File: src/ilpc_defines.svh
// constants of the interrupt and low-power control block
// Notes on behaviour
// - option register write-only, no bit operations
// - reset clears option register to zero
// - bit 6 one makes source 1 level
// - bit 5 picks source 2 edge direction
// - bit 4 enables maskables; non-maskable always
// - gen low: non-maskable serviced, no wake
// - bit 7 and bits 3-0 ignored
// - reload timer flags, 8-bit timer on source 3
// - converter source 4, serial 1, pins 2
// - wait halts core, oscillator keeps running
// - wait exit has no stabilisation delay
// - stop only with watchdog off, oscillator halted
// - stop exit inserts stabilisation delay
// - reset during low power gives normal reset
// - main routine sleep: service then continue
// - non-maskable sleep: wake, continue, no service
// - maskable sleep, maskable wake: continue routine
// - maskable sleep, non-maskable wake: service first
// - active watchdog turns stop into wait
// - gen low: only reset restarts core
// - pending enabled request skips sleep instruction
// - interrupts leave oscillator selection unchanged
// - polarity one rising, zero falling on source 2
// - edge mode source 1 triggers on falling
// - edge latch set on edge, cleared on service
// - sources 3, 4 level, low, unstored; here they request while flag and enable are high
`ifndef ILPC_DEFINES_SVH
`define ILPC_DEFINES_SVH
`define ILPC_OPT_ADDR      8'hC8
`define ILPC_OPT_RESET     8'h00
`define ILPC_BIT_LES       6
`define ILPC_BIT_ESB       5
`define ILPC_BIT_GEN       4
`define ILPC_STAB_CYCLES   4096
`define ILPC_SYNC_STAGES   3
`define ILPC_SRC_NMI       3'h0
`define ILPC_SRC_ONE       3'h1
`define ILPC_SRC_TWO       3'h2
`endif

File: src/ilpc_pkg.sv
// types of the interrupt and low-power control block
package ilpc_pkg;
	// low-power sequencer states, one-hot
	typedef enum logic [3:0] {
		ILPC_RUN  = 4'h1,
		ILPC_WAIT = 4'h2,
		ILPC_STOP = 4'h4,
		ILPC_STAB = 4'h8
	} ilpc_lp_t;
	// core mode before sleeping
	typedef enum logic [1:0] {
		ILPC_CORE_MAIN = 2'h0,
		ILPC_CORE_IRQ  = 2'h1,
		ILPC_CORE_NMI  = 2'h2
	} ilpc_core_t;
endpackage : ilpc_pkg

File: src/ilpc_sync.sv
// three-stage pin synchroniser with agreement filter
`timescale 1ns/1ps
`default_nettype none
module ilpc_sync #(
	parameter int WIDTH = 3
) (
	// clock and reset
	input  wire logic             i_clock,
	input  wire logic             i_rst,
	// pins in, filtered levels out
	input  wire logic [WIDTH-1:0] i_async,
	output logic      [WIDTH-1:0] o_level
);
	logic [WIDTH-1:0] s1_q;
	logic [WIDTH-1:0] s2_q;
	logic [WIDTH-1:0] s3_q;
	logic [WIDTH-1:0] lvl_d;

	// an empty bus has nothing to synchronise
	if (WIDTH < 1) begin : g_bad_width
		$error("WIDTH must be at least one");
	end

	// change accepted only when stages two and three agree; pins idle high
	assign lvl_d = (s2_q & s3_q) | (o_level & (s2_q | s3_q));

	always_ff @(posedge i_clock or posedge i_rst) begin
		if (i_rst) begin
			s1_q    <= '1;
			s2_q    <= '1;
			s3_q    <= '1;
			o_level <= '1;
		end else begin
			s1_q    <= i_async;
			s2_q    <= s1_q;
			s3_q    <= s2_q;
			o_level <= lvl_d;
		end
	end
endmodule : ilpc_sync
`default_nettype wire

File: src/ilpc_edge.sv
// edge request latch for one source
`timescale 1ns/1ps
`default_nettype none
module ilpc_edge (
	// clock and reset
	input  wire logic i_clock,
	input  wire logic i_rst,
	// line, mode and service
	input  wire logic i_line,
	input  wire logic i_rising,
	input  wire logic i_arm,
	input  wire logic i_clear,
	output logic      o_pend
);
	logic prev_q;
	logic hit;

	assign hit = i_arm & (i_rising ? (i_line & ~prev_q) : (~i_line & prev_q));

	// set beats clear; extra edges while pending merge into one
	always_ff @(posedge i_clock or posedge i_rst) begin
		if (i_rst) begin
			prev_q <= 1'b1;
			o_pend <= 1'b0;
		end else begin
			prev_q <= i_line;
			o_pend <= hit | (o_pend & ~i_clear);
		end
	end
endmodule : ilpc_edge
`default_nettype wire

File: src/ilpc_ctrl.sv
// interrupt option register, source mapping and low-power sequencer
`include "ilpc_defines.svh"
`timescale 1ns/1ps
`default_nettype none
module ilpc_ctrl #(
	parameter int STAB_CYCLES = `ILPC_STAB_CYCLES
) (
	// clock and reset
	input  wire logic              i_clock,
	input  wire logic              i_rst,
	// data-space write port from the core
	input  wire logic              i_wr,
	input  wire logic [7:0]        i_addr,
	input  wire logic [7:0]        i_wdata,
	input  wire logic              i_bitop,
	// external pins, asynchronous
	input  wire logic              i_nmi_pin_n,
	input  wire logic              i_port_irq_pin,
	input  wire logic              i_spi_done_pin_n,
	// peripheral flags and enables, same clock
	input  wire logic              i_reload_overflow_flag,
	input  wire logic              i_reload_overflow_irq_enable,
	input  wire logic              i_compare_match_flag,
	input  wire logic              i_compare_irq_enable,
	input  wire logic              i_timer_zero_flag,
	input  wire logic              i_timer_irq_enable,
	input  wire logic              i_converter_eoc_flag,
	input  wire logic              i_converter_irq_enable,
	// core handshake
	input  wire logic              i_sample,
	input  wire logic              i_svc_start,
	input  wire logic [2:0]        i_svc_src,
	input  wire ilpc_pkg::ilpc_core_t i_core_mode,
	input  wire logic              i_wait_exec,
	input  wire logic              i_stop_exec,
	input  wire logic              i_watchdog_active,
	// requests and sequencing to the core
	output logic [4:0]             o_irq_req,
	output logic                   o_sleep_skip,
	output logic                   o_core_halt,
	output logic                   o_osc_stop,
	output logic                   o_resume,
	output logic                   o_resume_service,
	output logic                   o_opt_gen,
	output logic [2:0]             o_lp_state
);
	import ilpc_pkg::*;

	localparam int CW = $clog2(STAB_CYCLES + 1);
	// reset image of the option register, sliced per field below
	localparam logic [7:0] OPT_RST = `ILPC_OPT_RESET;

	// ----------------------------------------------------------------
	// elaboration checks
	// ----------------------------------------------------------------
	// a zero count would never leave the settle state
	if (STAB_CYCLES < 1) begin : g_bad_stab
		$error("STAB_CYCLES must be at least one");
	end
	// field positions must sit inside the written byte
	if (`ILPC_BIT_LES > 7 || `ILPC_BIT_ESB > 7 || `ILPC_BIT_GEN > 7) begin : g_bad_field
		$error("option field outside the data byte");
	end

	// ----------------------------------------------------------------
	// helpers
	// ----------------------------------------------------------------
	// service start aimed at one latched source
	function automatic logic svc_hit(
		input logic       start,
		input logic [2:0] src,
		input logic [2:0] which
	);
		return start & (src == which);
	endfunction : svc_hit

	// ----------------------------------------------------------------
	// option register
	// ----------------------------------------------------------------
	logic       les_q;
	logic       esb_q;
	logic       gen_q;
	logic       opt_wr;

	// bit operations on this address are refused; read is never answered
	assign opt_wr = i_wr & ~i_bitop & (i_addr == `ILPC_OPT_ADDR);

	// unused bits are simply never stored
	always_ff @(posedge i_clock or posedge i_rst) begin
		if (i_rst) begin
			les_q <= OPT_RST[`ILPC_BIT_LES];
			esb_q <= OPT_RST[`ILPC_BIT_ESB];
			gen_q <= OPT_RST[`ILPC_BIT_GEN];
		end else if (opt_wr) begin
			les_q <= i_wdata[`ILPC_BIT_LES];
			esb_q <= i_wdata[`ILPC_BIT_ESB];
			gen_q <= i_wdata[`ILPC_BIT_GEN];
		end
	end

	// ----------------------------------------------------------------
	// pin synchronisation and source latches
	// ----------------------------------------------------------------
	logic [2:0] pins;
	logic       nmi_pend;
	logic       s1_pend;
	logic       s2_pend;
	logic       clr0;
	logic       clr1;
	logic       clr2;

	ilpc_sync #(.WIDTH(3)) u_sync (
		.i_clock (i_clock),
		.i_rst   (i_rst),
		.i_async ({i_spi_done_pin_n, i_port_irq_pin, i_nmi_pin_n}),
		.o_level (pins)
	);

	// the core names the source it starts; only that latch drops
	assign clr0 = svc_hit(i_svc_start, i_svc_src, `ILPC_SRC_NMI);
	assign clr1 = svc_hit(i_svc_start, i_svc_src, `ILPC_SRC_ONE);
	assign clr2 = svc_hit(i_svc_start, i_svc_src, `ILPC_SRC_TWO);

	// non-maskable latch, falling edge of the pin
	ilpc_edge u_nmi (
		.i_clock  (i_clock),
		.i_rst    (i_rst),
		.i_line   (pins[0]),
		.i_rising (1'b0),
		.i_arm    (1'b1),
		.i_clear  (clr0),
		.o_pend   (nmi_pend)
	);

	// source 1 latch, only armed in edge mode
	ilpc_edge u_s1 (
		.i_clock  (i_clock),
		.i_rst    (i_rst),
		.i_line   (pins[2]),
		.i_rising (1'b0),
		.i_arm    (~les_q),
		.i_clear  (clr1 | les_q),
		.o_pend   (s1_pend)
	);

	// source 2 always edge, polarity from option register
	ilpc_edge u_s2 (
		.i_clock  (i_clock),
		.i_rst    (i_rst),
		.i_line   (pins[1]),
		.i_rising (esb_q),
		.i_arm    (1'b1),
		.i_clear  (clr2),
		.o_pend   (s2_pend)
	);

	// ----------------------------------------------------------------
	// request mapping
	// ----------------------------------------------------------------
	logic       src1;
	logic       src3;
	logic       src4;
	logic [4:0] req;
	logic       mask_any;
	logic       any_wake;

	// level mode follows the pin with no storage, edge mode the latch
	assign src1 = les_q ? ~pins[2] : s1_pend;
	// peripheral flags arrive on this clock, so no synchroniser
	assign src3 = (i_reload_overflow_flag & i_reload_overflow_irq_enable)
		| (i_compare_match_flag & i_compare_irq_enable)
		| (i_timer_zero_flag & i_timer_irq_enable);
	assign src4 = i_converter_eoc_flag & i_converter_irq_enable;
	// bit 0 stays clear here; the nmi path bypasses the gen mask
	assign req = {src4, src3, s2_pend, src1, 1'b0} & {5{gen_q}};
	assign mask_any = |req;
	// gen low blocks every wake, the nmi one too
	assign any_wake = gen_q & (mask_any | nmi_pend);

	// ----------------------------------------------------------------
	// low-power sequencer
	// ----------------------------------------------------------------
	ilpc_lp_t   st_q;
	ilpc_lp_t   st_d;
	ilpc_core_t mode_q;
	logic [CW-1:0] cnt_q;
	logic          stop_ok;
	logic          sleep_req;
	logic          pend_en;
	logic          wake_go;
	logic          svc_d;
	logic          mode_cap;
	logic          cnt_load;
	logic          cnt_run;
	logic          stab_last;

	// any pending request, enabled or nmi, refuses a sleep
	assign pend_en = mask_any | nmi_pend;
	assign sleep_req = i_wait_exec | i_stop_exec;
	assign stop_ok = i_stop_exec & ~i_watchdog_active;
	// the core mode is caught with the sleep request, even a refused one
	assign mode_cap  = (st_q == ILPC_RUN) & sleep_req;
	// the settle count reloads for as long as the oscillator is off
	assign cnt_load  = st_q == ILPC_STOP;
	assign cnt_run   = cnt_q != '0;
	assign stab_last = (st_q == ILPC_STAB) & (cnt_q == CW'(1));

	// next state; a reset at any point lands in run via i_rst
	always_comb begin
		st_d = st_q;
		case (st_q)
			ILPC_RUN: begin
				if (sleep_req & ~pend_en) begin
					st_d = stop_ok ? ILPC_STOP : ILPC_WAIT;
				end
			end
			ILPC_WAIT: begin
				if (any_wake) st_d = ILPC_RUN;
			end
			ILPC_STOP: begin
				if (any_wake) st_d = ILPC_STAB;
			end
			ILPC_STAB: begin
				if (stab_last) st_d = ILPC_RUN;
			end
			default: st_d = ILPC_RUN;
		endcase
	end

	assign wake_go = ((st_q == ILPC_WAIT) & any_wake) | stab_last;

	// whether the wake also runs a service routine depends on sleep mode
	always_comb begin
		case (mode_q)
			ILPC_CORE_MAIN: svc_d = 1'b1;
			ILPC_CORE_NMI:  svc_d = 1'b0;
			ILPC_CORE_IRQ:  svc_d = nmi_pend;
			default:        svc_d = 1'b1;
		endcase
	end

	// sequencer registers; clock source selection never touched here
	always_ff @(posedge i_clock or posedge i_rst) begin
		if (i_rst) begin
			st_q   <= ILPC_RUN;
			mode_q <= ILPC_CORE_MAIN;
			cnt_q  <= '0;
		end else begin
			st_q <= st_d;
			if (mode_cap) mode_q <= i_core_mode;
			if (cnt_load) cnt_q <= CW'(STAB_CYCLES);
			else if (cnt_run) cnt_q <= cnt_q - CW'(1);
		end
	end

	// ----------------------------------------------------------------
	// output next values
	// ----------------------------------------------------------------
	logic [4:0] irq_req_d;
	logic       sleep_skip_d;
	logic       core_halt_d;
	logic       osc_stop_d;
	logic       resume_service_d;
	logic [2:0] lp_state_d;

	// nmi presented to the core even with gen low; the sample strobe is not needed
	assign irq_req_d        = {req[4:1], nmi_pend} & {5{i_sample | 1'b1}};
	// a refused sleep is told to the core so it moves on
	assign sleep_skip_d     = (st_q == ILPC_RUN) & sleep_req & pend_en;
	// halt and oscillator follow the next state so they switch with it
	assign core_halt_d      = st_d != ILPC_RUN;
	assign osc_stop_d       = st_d == ILPC_STOP;
	// vector first only where the sleeping mode allows it
	assign resume_service_d = wake_go & svc_d;
	// one-hot state without its run bit
	assign lp_state_d       = st_d[3:1];

	// ----------------------------------------------------------------
	// registered outputs
	// ----------------------------------------------------------------
	// every output leaves a flip-flop, so the core sees no decode glitches
	always_ff @(posedge i_clock or posedge i_rst) begin
		if (i_rst) begin
			o_irq_req        <= '0;
			o_sleep_skip     <= 1'b0;
			o_core_halt      <= 1'b0;
			o_osc_stop       <= 1'b0;
			o_resume         <= 1'b0;
			o_resume_service <= 1'b0;
			o_opt_gen        <= 1'b0;
			o_lp_state       <= '0;
		end else begin
			o_irq_req        <= irq_req_d;
			o_sleep_skip     <= sleep_skip_d;
			o_core_halt      <= core_halt_d;
			o_osc_stop       <= osc_stop_d;
			o_resume         <= wake_go;
			o_resume_service <= resume_service_d;
			o_opt_gen        <= gen_q;
			o_lp_state       <= lp_state_d;
		end
	end
endmodule : ilpc_ctrl
`default_nettype wire

File: config.mk
export PLATFORM = sky130hd
export DESIGN_NAME = ilpc_ctrl
export DESIGN_NICKNAME = d
export VERILOG_FILES = /design/src/ilpc_pkg.sv /design/src/ilpc_sync.sv /design/src/ilpc_edge.sv /design/src/ilpc_ctrl.sv
export VERILOG_INCLUDE_DIRS = /design/src
export SDC_FILE = /design/constraint.sdc
export NUM_CORES = 1
export LEC_CHECK = 0
export ABC_CLOCK_PERIOD_IN_PS = 1750
export BUFFER_PORTS_ARGS = -buffer_cell sky130_fd_sc_hd__buf_2
export CORE_UTILIZATION = 47
export DETAILED_ROUTE_END_ITERATION = 6
export GPL_ROUTABILITY_DRIVEN = 0
export PLACE_DENSITY = 0.76
export SYNTH_ARGS = -nofsm -noshare
export SYNTH_HDL_FRONTEND = slang
export SYNTH_SLANG_ARGS = --single-unit
File: constraint.sdc
create_clock -name i_clock -period 1.75 [get_ports i_clock]
set_input_delay 0.175 -clock i_clock [delete_from_list [all_inputs] [get_ports i_clock]]
set_output_delay 0.175 -clock i_clock [all_outputs]
set_load 0.01 [all_outputs]
==> results of run 1 <==
-- cells by family after synthesis --
logic type	share of synthesized area [%]
buf+inv	2.50
mux	4.28
xor+xnor	0.390
simple gates	20.5
flops	57.7
compound gates	11.6
fa+ha+maj	3.01
-- worst reg2reg max path: stages (launching register included) --
cell	delay (ns)
dfrtp_1	0.45
or4_1	0.61
o311ai_1	0.32
a21oi_1	0.11
-- power groups by stage --
| stage | Sequential (W) | Clock, W | Combinational (W) |
|---|---|---|---|
| 2_1_floorplan | 0.00166 | 0 | 0.000623 |
| 3_3_place_gp | 0.00167 | 0 | 0.000922 |
| 3_5_place_dp | 0.00167 | 0 | 0.000962 |
| 4_1_cts | 0.00165 | 0.000692 | 0.000971 |
| 5_1_grt | 0.00172 | 0.000744 | 0.00113 |
| 6_report | 0.00168 | 0.000662 | 0.00101 |
-- how the worst max path moves through the flow --
stage / start / to / slack (ns) / cells after the start
final: cnt_q[11]$_DFFE_PP0P_ / cnt_q[6]$_DFFE_PP0P_ / 0.12 / 3
after global routing: cnt_q[1]$_DFFE_PP0P_ / cnt_q[8]$_DFFE_PP0P_ / 0.008 / 6
after CTS: cnt_q[1]$_DFFE_PP0P_ / cnt_q[8]$_DFFE_PP0P_ / 0.06 / 6
after detailed placement: cnt_q[1]$_DFFE_PP0P_ / cnt_q[8]$_DFFE_PP0P_ / 0.08 / 6
after global placement: cnt_q[1]$_DFFE_PP0P_ / cnt_q[10]$_DFFE_PP0P_ / 0.12 / 6
after floorplan: cnt_q[0]$_DFFE_PP0P_ / cnt_q[8]$_DFFE_PP0P_ / 0.12 / 6
-- final cells by class --
| class | count | area, µm² | area share [%] |
|---|---|---|---|
| sequential | 51 | 1300 | 46.9 |
| multi-input combinational | 128 | 917 | 33.2 |
| timing repair buffer | 62 | 368 | 13.3 |
| clock buffer | 6 | 72.6 | 2.63 |
| tap | 52 | 65.1 | 2.35 |
| inverter | 8 | 30.0 | 1.09 |
| clock inverter | 2 | 15.0 | 0.543 |
-- registers in the layout, summed over array words and instances (netlist names), 2 cells and up --
signal / cells
mode_q: 2
u_sync.s1_q: 3
u_sync.o_level: 3
o_lp_state: 3
cnt_q: 13
o_irq_req: 5
u_sync.s2_q: 3
u_sync.s3_q: 3
-- cells in the mapped netlist, types with 2 or more instances --
master,instances
dfrtp_1,35
dfstp_2,16
nor2_1,14
nand2_1,13
a21oi_1,12
inv_1,8
mux2_2,5
nand2b_1,5
nand3b_1,5
nor2b_1,5
mux2i_1,4
o21ai_0,4
or2_2,4
and3_1,3
buf_4,3
ha_1,3
maj3_1,3
nand3_1,3
nand4_1,3
nor4b_1,3
o31ai_1,3
a211oi_1,2
a21boi_0,2
a41oi_1,2
and2_1,2
nor3_1,2
nor4_2,2
o211ai_1,2
o311ai_0,2
or3_1,2
or4b_2,2
-- metrics by stage --
step / power, W / cells / area, µm²
after floorplan: 0.00228 / 191 / 2250
after global placement: 0.00259 / 297 / 2620
after detailed placement: 0.00263 / 297 / 2620
after CTS: 0.00332 / 309 / 2740
after global routing: 0.00360 / 309 / 2760
final: 0.00336 / 309 / 2760
-- repair_timing --
item,4_1_cts,5_1_grt
gates resized for setup,0,7
endpoints found under the hold margin,38,0
setup endpoints to repair,0,6
hold buffers,4,0
-- routing by layer --
layer	vias to the layer above	track usage [%]
met5	-	0
met4	0	7.78
met3	8	5.98
met2	34	29.6
met1	804	24.7
li1	827	-
==> flow_summary.json, run 1 <==
{
  "status": "complete, but fails checks",
  "violations": "DRC",
  "hp-start": "i_core_mode[0]",
  "area_growth_pct": 22.9,
  "syn-cell-area_mm2": 0.00225,
  "rsz0062_at_grt": "no",
  "crit_chain": "or4_1, o311ai_1, a21oi_1",
  "hold-path-endpoint": "mode_q[0]$_DFFE_PP0P_",
  "tritoncts": "yes",
  "ant_nets": 0,
  "crit_path_top_delay_cell": "or4_1",
  "internal_power_w": 0.00221,
  "die_width_um": 71.2,
  "tns_ns": 0,
  "htreeDepth": 2,
  "grt_usage_pct": 19.0,
  "leakage_nw": 1.28,
  "cp-end-kind": "flip-flop",
  "maxCapViolations": 0,
  "synth_ff_type": "dfrtp_1",
  "clk-insertion-delay-late_ns": 0.30,
  "boundaryPins": 55,
  "synth_top_area_cell": "dfrtp_1",
  "hold_path_class": "input pin to flip-flop",
  "core_mm2": 0.00447,
  "vias_per_cell": 5.41,
  "path_delay_family": "simple AND/OR/NAND/NOR gates",
  "whs_ns": 0.102,
  "finish.net_count": 300,
  "setup_violations": 0,
  "r2r_end": "cnt_q[6]$_DFFE_PP0P_",
  "syn_nets": 235,
  "synthTopCellsByArea": "dfrtp_1, dfstp_2, a21oi_1, mux2_2, nor2_1",
  "cts_sinks": 51,
  "power.net_switching_w": 0.00114,
  "worst-path-max-fanout": 5,
  "hold_viol": 0,
  "r2r_start": "cnt_q[11]$_DFFE_PP0P_",
  "drc": 4,
  "grt_start_max_net_pins": 52,
  "start_util_pct": 50.3,
  "die_h_um": 71.2,
  "worst_ep_arrival_time_ns": 1.80,
  "power.share.clock_pct": 19.7,
  "fill_cells": 367,
  "yosysTopAreaCellShare_pct": 39.0,
  "ys_types": 48,
  "n_antenna_cell": 0,
  "path_class": "flip-flop to flip-flop",
  "cts_setup_buffers": 0,
  "slew_violations": 0,
  "layout_min_cycle_time_ns": 1.63,
  "via_count": 1673,
  "synth-edff-count": 0,
  "ys_ff_latch": 51,
  "fin_skew_ns": 0.0131,
  "dp_slack_ns": 0.0775,
  "r2r_cells": 3,
  "critPathMaxStageDelay_ns": 0.61,
  "grt_overflow": 0,
  "worst_slew_pin_slew_ns": 0.501,
  "hold_path_depth": 2,
  "pwr-share-seq_pct": 50.1,
  "wl_per_cell_um": 13.8,
  "yosysSeqAreaShare_pct": 57.7,
  "syn_inst": 191,
  "switching_share_pct": 34.1,
  "finish.utilization_pct": 61.8,
  "post-route-period-util_pct": 92.9,
  "relSlewSlack_pct": 66.6,
  "ys_async_sr_fraction_pct": 100,
  "num_rows": 24,
  "drt_iter0_markers": 79,
  "grt_first_pass_wirelength_um": 7370,
  "ir_drop_v": 0.000687,
  "syn_avg_cell_area_um2": 11.8,
  "p_per_area_mw_per_mm2": 1210,
  "startpoint_type": "flip-flop",
  "wirelength_um": 4250,
  "dr_wl_met3_um": 142,
  "crit_required_ns": 1.92,
  "most-common-layout-cells": "buf_2, dfrtp_1, dfstp_2, nor2_1, nand2_1",
  "r2r_setup_slack_ns": 0.12,
  "clk_pin_slew_ns": 0.09,
  "final_common_cell": "buf_2",
  "cp_num_buf_inv": 0,
  "dp_hpwl_um": 3110,
  "drive_above_1_share_pct": 40.1,
  "drt-met1-wl_um": 1960,
  "drt_first_pass_iters": 7,
  "cts_buffers": 5,
  "clock-root-buffer": "clkbuf_8",
  "fmax_mhz": 615,
  "yosys_warnings": 0,
  "layout_setup_ws_ns": 0.123,
  "top_layer": "met4",
  "die_area_mm2": 0.00506,
  "power_frac_comb_pct": 30.2,
  "grt_pass1_vias": 1616,
  "antenna_found_initial": 0,
  "wl_met2_um": 2070,
  "port_buffers": 48,
  "clk_path_buf_depth": 2
}
No activity file was read; power rests on OpenSTA's default activity.
==> inputs of run 2 (changes only) <==
--- a/config.mk
+++ b/config.mk
@@ -8,10 +8,11 @@
 export LEC_CHECK = 0
 export ABC_CLOCK_PERIOD_IN_PS = 1750
 export BUFFER_PORTS_ARGS = -buffer_cell sky130_fd_sc_hd__buf_2
-export CORE_UTILIZATION = 47
+export CORE_UTILIZATION = 48
 export DETAILED_ROUTE_END_ITERATION = 6
 export GPL_ROUTABILITY_DRIVEN = 0
-export PLACE_DENSITY = 0.76
+export PLACE_DENSITY = 0.78
 export SYNTH_ARGS = -nofsm -noshare
 export SYNTH_HDL_FRONTEND = slang
+export SYNTH_HIERARCHICAL = 1
 export SYNTH_SLANG_ARGS = --single-unit
==> run 2 against run 1 <==
  * The run ends with DRC, setup timing left
  * Critical path depth rose by 1
  * Clock-buffer cell count rose by 1
  * Sequential cell count did not move
==> flow_summary.json, run 2 <==
{
  "drt_first_pass_iters": 6,
  "start_util_pct": 51.2,
  "drc": 6,
  "drt_iter0_markers": 89,
  "synth_top_area_cell": "dfrtp_1",
  "r2r_cells": 4,
  "final_area_mm2": 0.00295,
  "ir_drop_v": 0.000689,
  "hold_viol": 0,
  "rsz0062_at_grt": "yes",
  "crit_required_ns": 1.94,
  "largest_reg_flops": 13,
  "ys_types": 47,
  "fin_skew_ns": 0.00677,
  "ys_ff_latch": 51,
  "cts_buffers": 5,
  "synth_ff_type": "dfrtp_1",
  "synth-edff-count": 0,
  "n_antenna_cell": 0,
  "place_area_mm2": 0.00273,
  "syn_avg_cell_area_um2": 11.5,
  "top_regs": "cnt_q x13, o_irq_req x5",
  "wl_per_cell_um": 13.5,
  "boundaryPins": 55,
  "dp_hpwl_um": 3140,
  "yosysTopAreaCellShare_pct": 38.2,
  "layout_setup_ws_ns": -0.00397,
  "regMostFlops": "cnt_q",
  "hold_path_class": "input pin to flip-flop",
  "syn-cell-area_mm2": 0.00229,
  "status": "complete, but fails checks",
  "final_common_cell": "buf_2",
  "antenna_found_initial": 0,
  "yosysSeqAreaShare_pct": 56.6,
  "placedCellCount": 317,
  "synthTopCellsByArea": "dfrtp_1, dfstp_2, mux2_2, nor2_1, a21oi_1",
  "clock-root-buffer": "clkbuf_8",
  "die_width_um": 71.1,
  "tritoncts": "yes",
  "core_mm2": 0.00447,
  "die_area_mm2": 0.00506,
  "hp-start": "i_core_mode[0]",
  "r2r_end": "o_core_halt$_DFF_PP0_",
  "cp-end-kind": "flip-flop",
  "worst-path-max-fanout": 4,
  "area_growth_pct": 28.9,
  "drive_above_1_share_pct": 43.7,
  "r2r_setup_slack_ns": -0.004,
  "grt_usage_pct": 18.5,
  "clk_path_buf_depth": 2,
  "ant_nets": 0,
  "r2r_start": "cnt_q[6]$_DFFE_PP0P_",
  "finish.net_count": 322,
  "syn_inst": 199,
  "most-common-layout-cells": "buf_2, dfrtp_1, buf_4, dfstp_2, nor2_1",
  "ys_async_sr_fraction_pct": 100,
  "clk_pin_slew_ns": 0.09,
  "netlist_top_cells_count": "dfrtp_1, dfstp_2, nor2_1",
  "path_class": "flip-flop to flip-flop",
  "leakage_nw": 1.38,
  "synth.most_common_cell": "dfrtp_1",
  "layout_min_cycle_time_ns": 1.75,
  "clk-insertion-delay-late_ns": 0.29,
  "final_cells": 331,
  "vias_per_cell": 5.30,
  "cts_sinks": 51,
  "setup_violations": 1,
  "grt_first_pass_wirelength_um": 7330,
  "hold-path-endpoint": "mode_q[0]$_DFFE_PP0P_",
  "post-route-period-util_pct": 100,
  "grt_start_max_net_pins": 34,
  "num_rows": 24,
  "grt_overflow": 0,
  "htreeDepth": 2,
  "via_count": 1754,
  "maxCapViolations": 0,
  "p_per_area_mw_per_mm2": 1300,
  "port_buffers": 48,
  "fmax_mhz": 570,
  "yosys_warnings": 6,
  "startpoint_type": "flip-flop",
  "wirelength_um": 4480,
  "grt_pass1_vias": 1698,
  "violations": "DRC, setup timing",
  "hold_path_depth": 2,
  "die_h_um": 71.1,
  "slew_violations": 0,
  "worst_ep_arrival_time_ns": 1.95
}
-- run 2: cells by family (layout without fill, tap and decap cells) --
family | after synthesis | after routing | synth area share (%)
adder cells (fa/ha/maj) | 6 | 6 | 3.11
other | 2 | 8 | 0.328
multiplexers | 6 | 6 | 2.95
AND/OR/NAND/NOR | 86 | 86 | 24.1
buffers and inverters | 14 | 88 | 2.78
XOR/XNOR | 3 | 3 | 1.15
flip-flops | 51 | 51 | 56.6
AO/OA/AOI/OAI | 31 | 31 | 9.01
-- run 2: how the worst max path moves through the flow --
| stage | from | to |
|---|---|---|
| 2_1_floorplan | cnt_q[5]$_DFFE_PP0P_ | o_core_halt$_DFF_PP0_ |
| 3_3_place_gp | cnt_q[5]$_DFFE_PP0P_ | o_core_halt$_DFF_PP0_ |
| 3_5_place_dp | cnt_q[10]$_DFFE_PP0P_ | cnt_q[12]$_DFFE_PP0P_ |
| 4_1_cts | cnt_q[1]$_DFFE_PP0P_ | cnt_q[6]$_DFFE_PP0P_ |
| 5_1_grt | cnt_q[6]$_DFFE_PP0P_ | o_core_halt$_DFF_PP0_ |
| 6_report | cnt_q[6]$_DFFE_PP0P_ | o_core_halt$_DFF_PP0_ |
-- run 2: cell type report --
cell class                      instances  area [µm²]
Timing Repair Buffer                   70         415
Clock buffer                            7         108
Fill cell                             328        1520
Inverter                               10        37.5
Multi-Input combinational cell        140        1020
Sequential cell                        51        1300
Tap cell                               52        65.1
Clock inverter                          1        8.76
-- run 2: through the flow --
step / total power (W) / setup TNS [ns] / setup slack [ns] / utilization, % / hold slack, ns
2_1_floorplan: 0.00246 / 0 / 0.00503 / - / -0.0845
3_3_place_gp: 0.00285 / 0 / 0.0308 / 61.0 / 0.0716
3_5_place_dp: 0.00290 / 0 / 0.0150 / 61.0 / 0.0798
4_1_cts: 0.00371 / 0 / 0.00513 / 64.5 / 0.0983
5_1_grt: 0.00408 / -0.0721 / -0.0595 / 66.0 / 0.0991
6_report: 0.00383 / -0.00397 / -0.00397 / 66.0 / 0.106
-- run 2: routing by layer --
metal	share of wire, %	GRT usage [%]
met5	0	0
met3	3.7	4.13
met2	52	33.3
met1	43	21.8
met4	0.94	6.00
-- run 2: repair_timing --
item | CTS | global route
hold endpoints to repair | 9 | 0
pin swaps | 1 | 3
resized for setup | 1 | 12
hold buffers | 4 | 0
endpoints found under the setup margin | 2 | 6
setup buffers | 0 | 2
-- run 2: worst max-delay path, cell delays in order, from the launching register on --
cell	delay, ns
dfrtp_2	0.44
nor4_4	0.33
nand3_2	0.12
or4_4	0.56
and3_4	0.20
-- run 2: where the power goes --
part	internal, W	switching, W
combinational	0.000690	0.000640
sequential	0.00147	0.000248
clock	0.000413	0.000373
total	0.00257	0.00126
==> inputs of run 3 (changes only) <==
--- a/config.mk
+++ b/config.mk
@@ -8,10 +8,12 @@
 export LEC_CHECK = 0
 export ABC_CLOCK_PERIOD_IN_PS = 1750
 export BUFFER_PORTS_ARGS = -buffer_cell sky130_fd_sc_hd__buf_2
-export CORE_UTILIZATION = 48
+export CELL_PAD_IN_SITES_DETAIL_PLACEMENT = 0
+export CELL_PAD_IN_SITES_GLOBAL_PLACEMENT = 1
+export CORE_UTILIZATION = 37
 export DETAILED_ROUTE_END_ITERATION = 6
 export GPL_ROUTABILITY_DRIVEN = 0
-export PLACE_DENSITY = 0.78
+export PLACE_DENSITY = 0.77
 export SYNTH_ARGS = -nofsm -noshare
 export SYNTH_HDL_FRONTEND = slang
 export SYNTH_HIERARCHICAL = 1
==> run 3 against run 2 <==
  * The run ends with setup timing left
  * Sequential cell count is the same
  * Fmax grew 0.15%
  * Clock skew shrank 0.0028 ns
  * Largest power group unchanged
==> flow_summary.json, run 3 (synthesis results as in run 2) <==
{
  "r2r_setup_slack_ns": -0.001,
  "n_antenna_cell": 0,
  "hold_viol": 0,
  "largest_reg_flops": 13,
  "area_growth_pct": 30.0,
  "cp-end-kind": "flip-flop",
  "hp-start": "i_wdata[5]",
  "post-route-period-util_pct": 100,
  "cts_sinks": 51,
  "relSlewSlack_pct": 64.6,
  "setup_violations": 1,
  "r2r_end": "cnt_q[12]$_DFFE_PP0P_",
  "final_cells": 357,
  "fin_skew_ns": 0.00398,
  "violations": "setup timing",
  "final_area_mm2": 0.00298,
  "hold_path_depth": 2,
  "clk_pin_slew_ns": 0.09,
  "grt_overflow": 0,
  "antenna_found_initial": 0,
  "tritoncts": "yes",
  "internal_power_w": 0.00245,
  "hold_path_class": "input pin to flip-flop",
  "ir_drop_v": 0.000565,
  "most-common-layout-cells": "buf_2, dfrtp_1, buf_4, dfstp_2, nor2_1",
  "hold-path-endpoint": "esb_q$_DFFE_PP0P_",
  "crit_required_ns": 2.00,
  "layout_min_cycle_time_ns": 1.75,
  "start_util_pct": 38.5,
  "top_regs": "cnt_q x13, o_irq_req x5",
  "whs_ns": 0.0968,
  "dp_hpwl_um": 3300,
  "drc": 0,
  "port_buffers": 48,
  "startpoint_type": "flip-flop",
  "worst_slew_pin_slew_ns": 0.531,
  "worst_ep_arrival_time_ns": 2.00,
  "worst-path-max-fanout": 6,
  "fmax_mhz": 571,
  "path_delay_family": "simple AND/OR/NAND/NOR gates",
  "p_total_w": 0.00369,
  "ant_nets": 0,
  "pwr-share-seq_pct": 46.4,
  "power.share.clock_pct": 18.4,
  "r2r_cells": 3,
  "die_width_um": 80.7,
  "core_mm2": 0.00596,
  "grt_start_max_net_pins": 23,
  "drive_above_1_share_pct": 43.3,
  "crit_path_top_delay_cell": "or4_2",
  "p_per_area_mw_per_mm2": 1240,
  "power_frac_comb_pct": 35.2,
  "wirelength_um": 4500,
  "grt_usage_pct": 15.5,
  "path_class": "flip-flop to flip-flop",
  "tns_ns": -0.00134,
  "htreeDepth": 2,
  "regMostFlops": "cnt_q",
  "critPathMaxStageDelay_ns": 0.62,
  "status": "complete, but fails checks",
  "finish.net_count": 325,
  "num_rows": 28,
  "via_count": 1740,
  "slew_violations": 0,
  "wl_per_cell_um": 12.6,
  "place_area_mm2": 0.00280,
  "die_h_um": 80.7,
  "r2r_start": "cnt_q[10]$_DFFE_PP0P_",
  "clock-root-buffer": "clkbuf_8",
  "boundaryPins": 55,
  "switching_share_pct": 33.6,
  "grt_first_pass_wirelength_um": 7740,
  "cts_buffers": 5,
  "drt_iter0_markers": 75,
  "rsz0062_at_grt": "yes",
  "maxCapViolations": 0,
  "clk_path_buf_depth": 2,
  "drt_first_pass_iters": 4,
  "clk-insertion-delay-late_ns": 0.30,
  "vias_per_cell": 4.87,
  "crit_chain": "or4_4, or4_2, nand3_1",
  "cp_num_buf_inv": 0,
  "layout_setup_ws_ns": -0.00134,
  "final_common_cell": "buf_2",
  "placedCellCount": 343,
  "power.net_switching_w": 0.00124,
  "die_area_mm2": 0.00651,
  "leakage_nw": 1.39,
  "grt_pass1_vias": 1682
}
run 3: cell types whose count changed in the layout (fill, tap and decap cells not counted), sizes merged:
cell	previous run	this run
clkinv	0	2
clkbuf	7	5
buf	66	69
run 3: power groups by stage:
| stage | Clock, W | Sequential (W) | Combinational (W) |
|---|---|---|---|
| 3_5_place_dp | 0 | 0.00172 | 0.00121 |
| 6_report | 0.000680 | 0.00171 | 0.00130 |
| 4_1_cts | 0.000712 | 0.00170 | 0.00123 |
| 2_1_floorplan | 0 | 0.00173 | 0.000734 |
| 5_1_grt | 0.000751 | 0.00176 | 0.00146 |
| 3_3_place_gp | 0 | 0.00170 | 0.00120 |
run 3: area by class of cell:
type / count / area (µm²)
timing repair buffer: 73 / 463
tap: 75 / 93.8
clock buffer: 5 / 68.8
clock inverter: 3 / 18.8
multi-input combinational: 140 / 1000
fill: 558 / 2980
sequential: 51 / 1300
inverter: 10 / 37.5
run 3: worst max-delay path by stage:
| stage | from | endpoint | slack (ns) | cells past startpoint |
|---|---|---|---|---|
| floorplan | cnt_q[5]$_DFFE_PP0P_ | o_core_halt$_DFF_PP0_ | 0.005 | 4 |
| global placement | cnt_q[10]$_DFFE_PP0P_ | cnt_q[12]$_DFFE_PP0P_ | 0.03 | 3 |
| detailed placement | cnt_q[0]$_DFFE_PP0P_ | cnt_q[11]$_DFFE_PP0P_ | 0.01 | 5 |
| CTS | cnt_q[10]$_DFFE_PP0P_ | cnt_q[12]$_DFFE_PP0P_ | 0.0003 | 3 |
| global route | cnt_q[5]$_DFFE_PP0P_ | o_core_halt$_DFF_PP0_ | -0.05 | 4 |
| finish | cnt_q[10]$_DFFE_PP0P_ | cnt_q[12]$_DFFE_PP0P_ | -0.001 | 3 |
run 3: layer usage:
layer | vias to the layer above | global-route usage, % | share of wire [%]
met3 | 7 | 3.41 | 4.2
met1 | 823 | 21.1 | 48
li1 | 871 | - | -
met4 | 0 | 6.07 | 2.1
met2 | 39 | 23.9 | 46
met5 | - | 0 | 0
run 3: stage by stage:
stage,utilization [%],setup WS (ns)
after floorplan,-,0.00503
after global placement,47.1,0.0265
after detailed placement,47.1,0.0146
after CTS,49.3,0.000286
after global routing,50.0,-0.0489
final,50.0,-0.00134
run 3: repair_timing:
action | 4_1_cts | 5_1_grt
gates resized for setup | 1 | 7
hold buffers | 4 | 0
pin swaps | 0 | 3
setup endpoints to repair | 1 | 9
endpoints found under the hold margin | 20 | 0
buffers inserted | 0 | 2
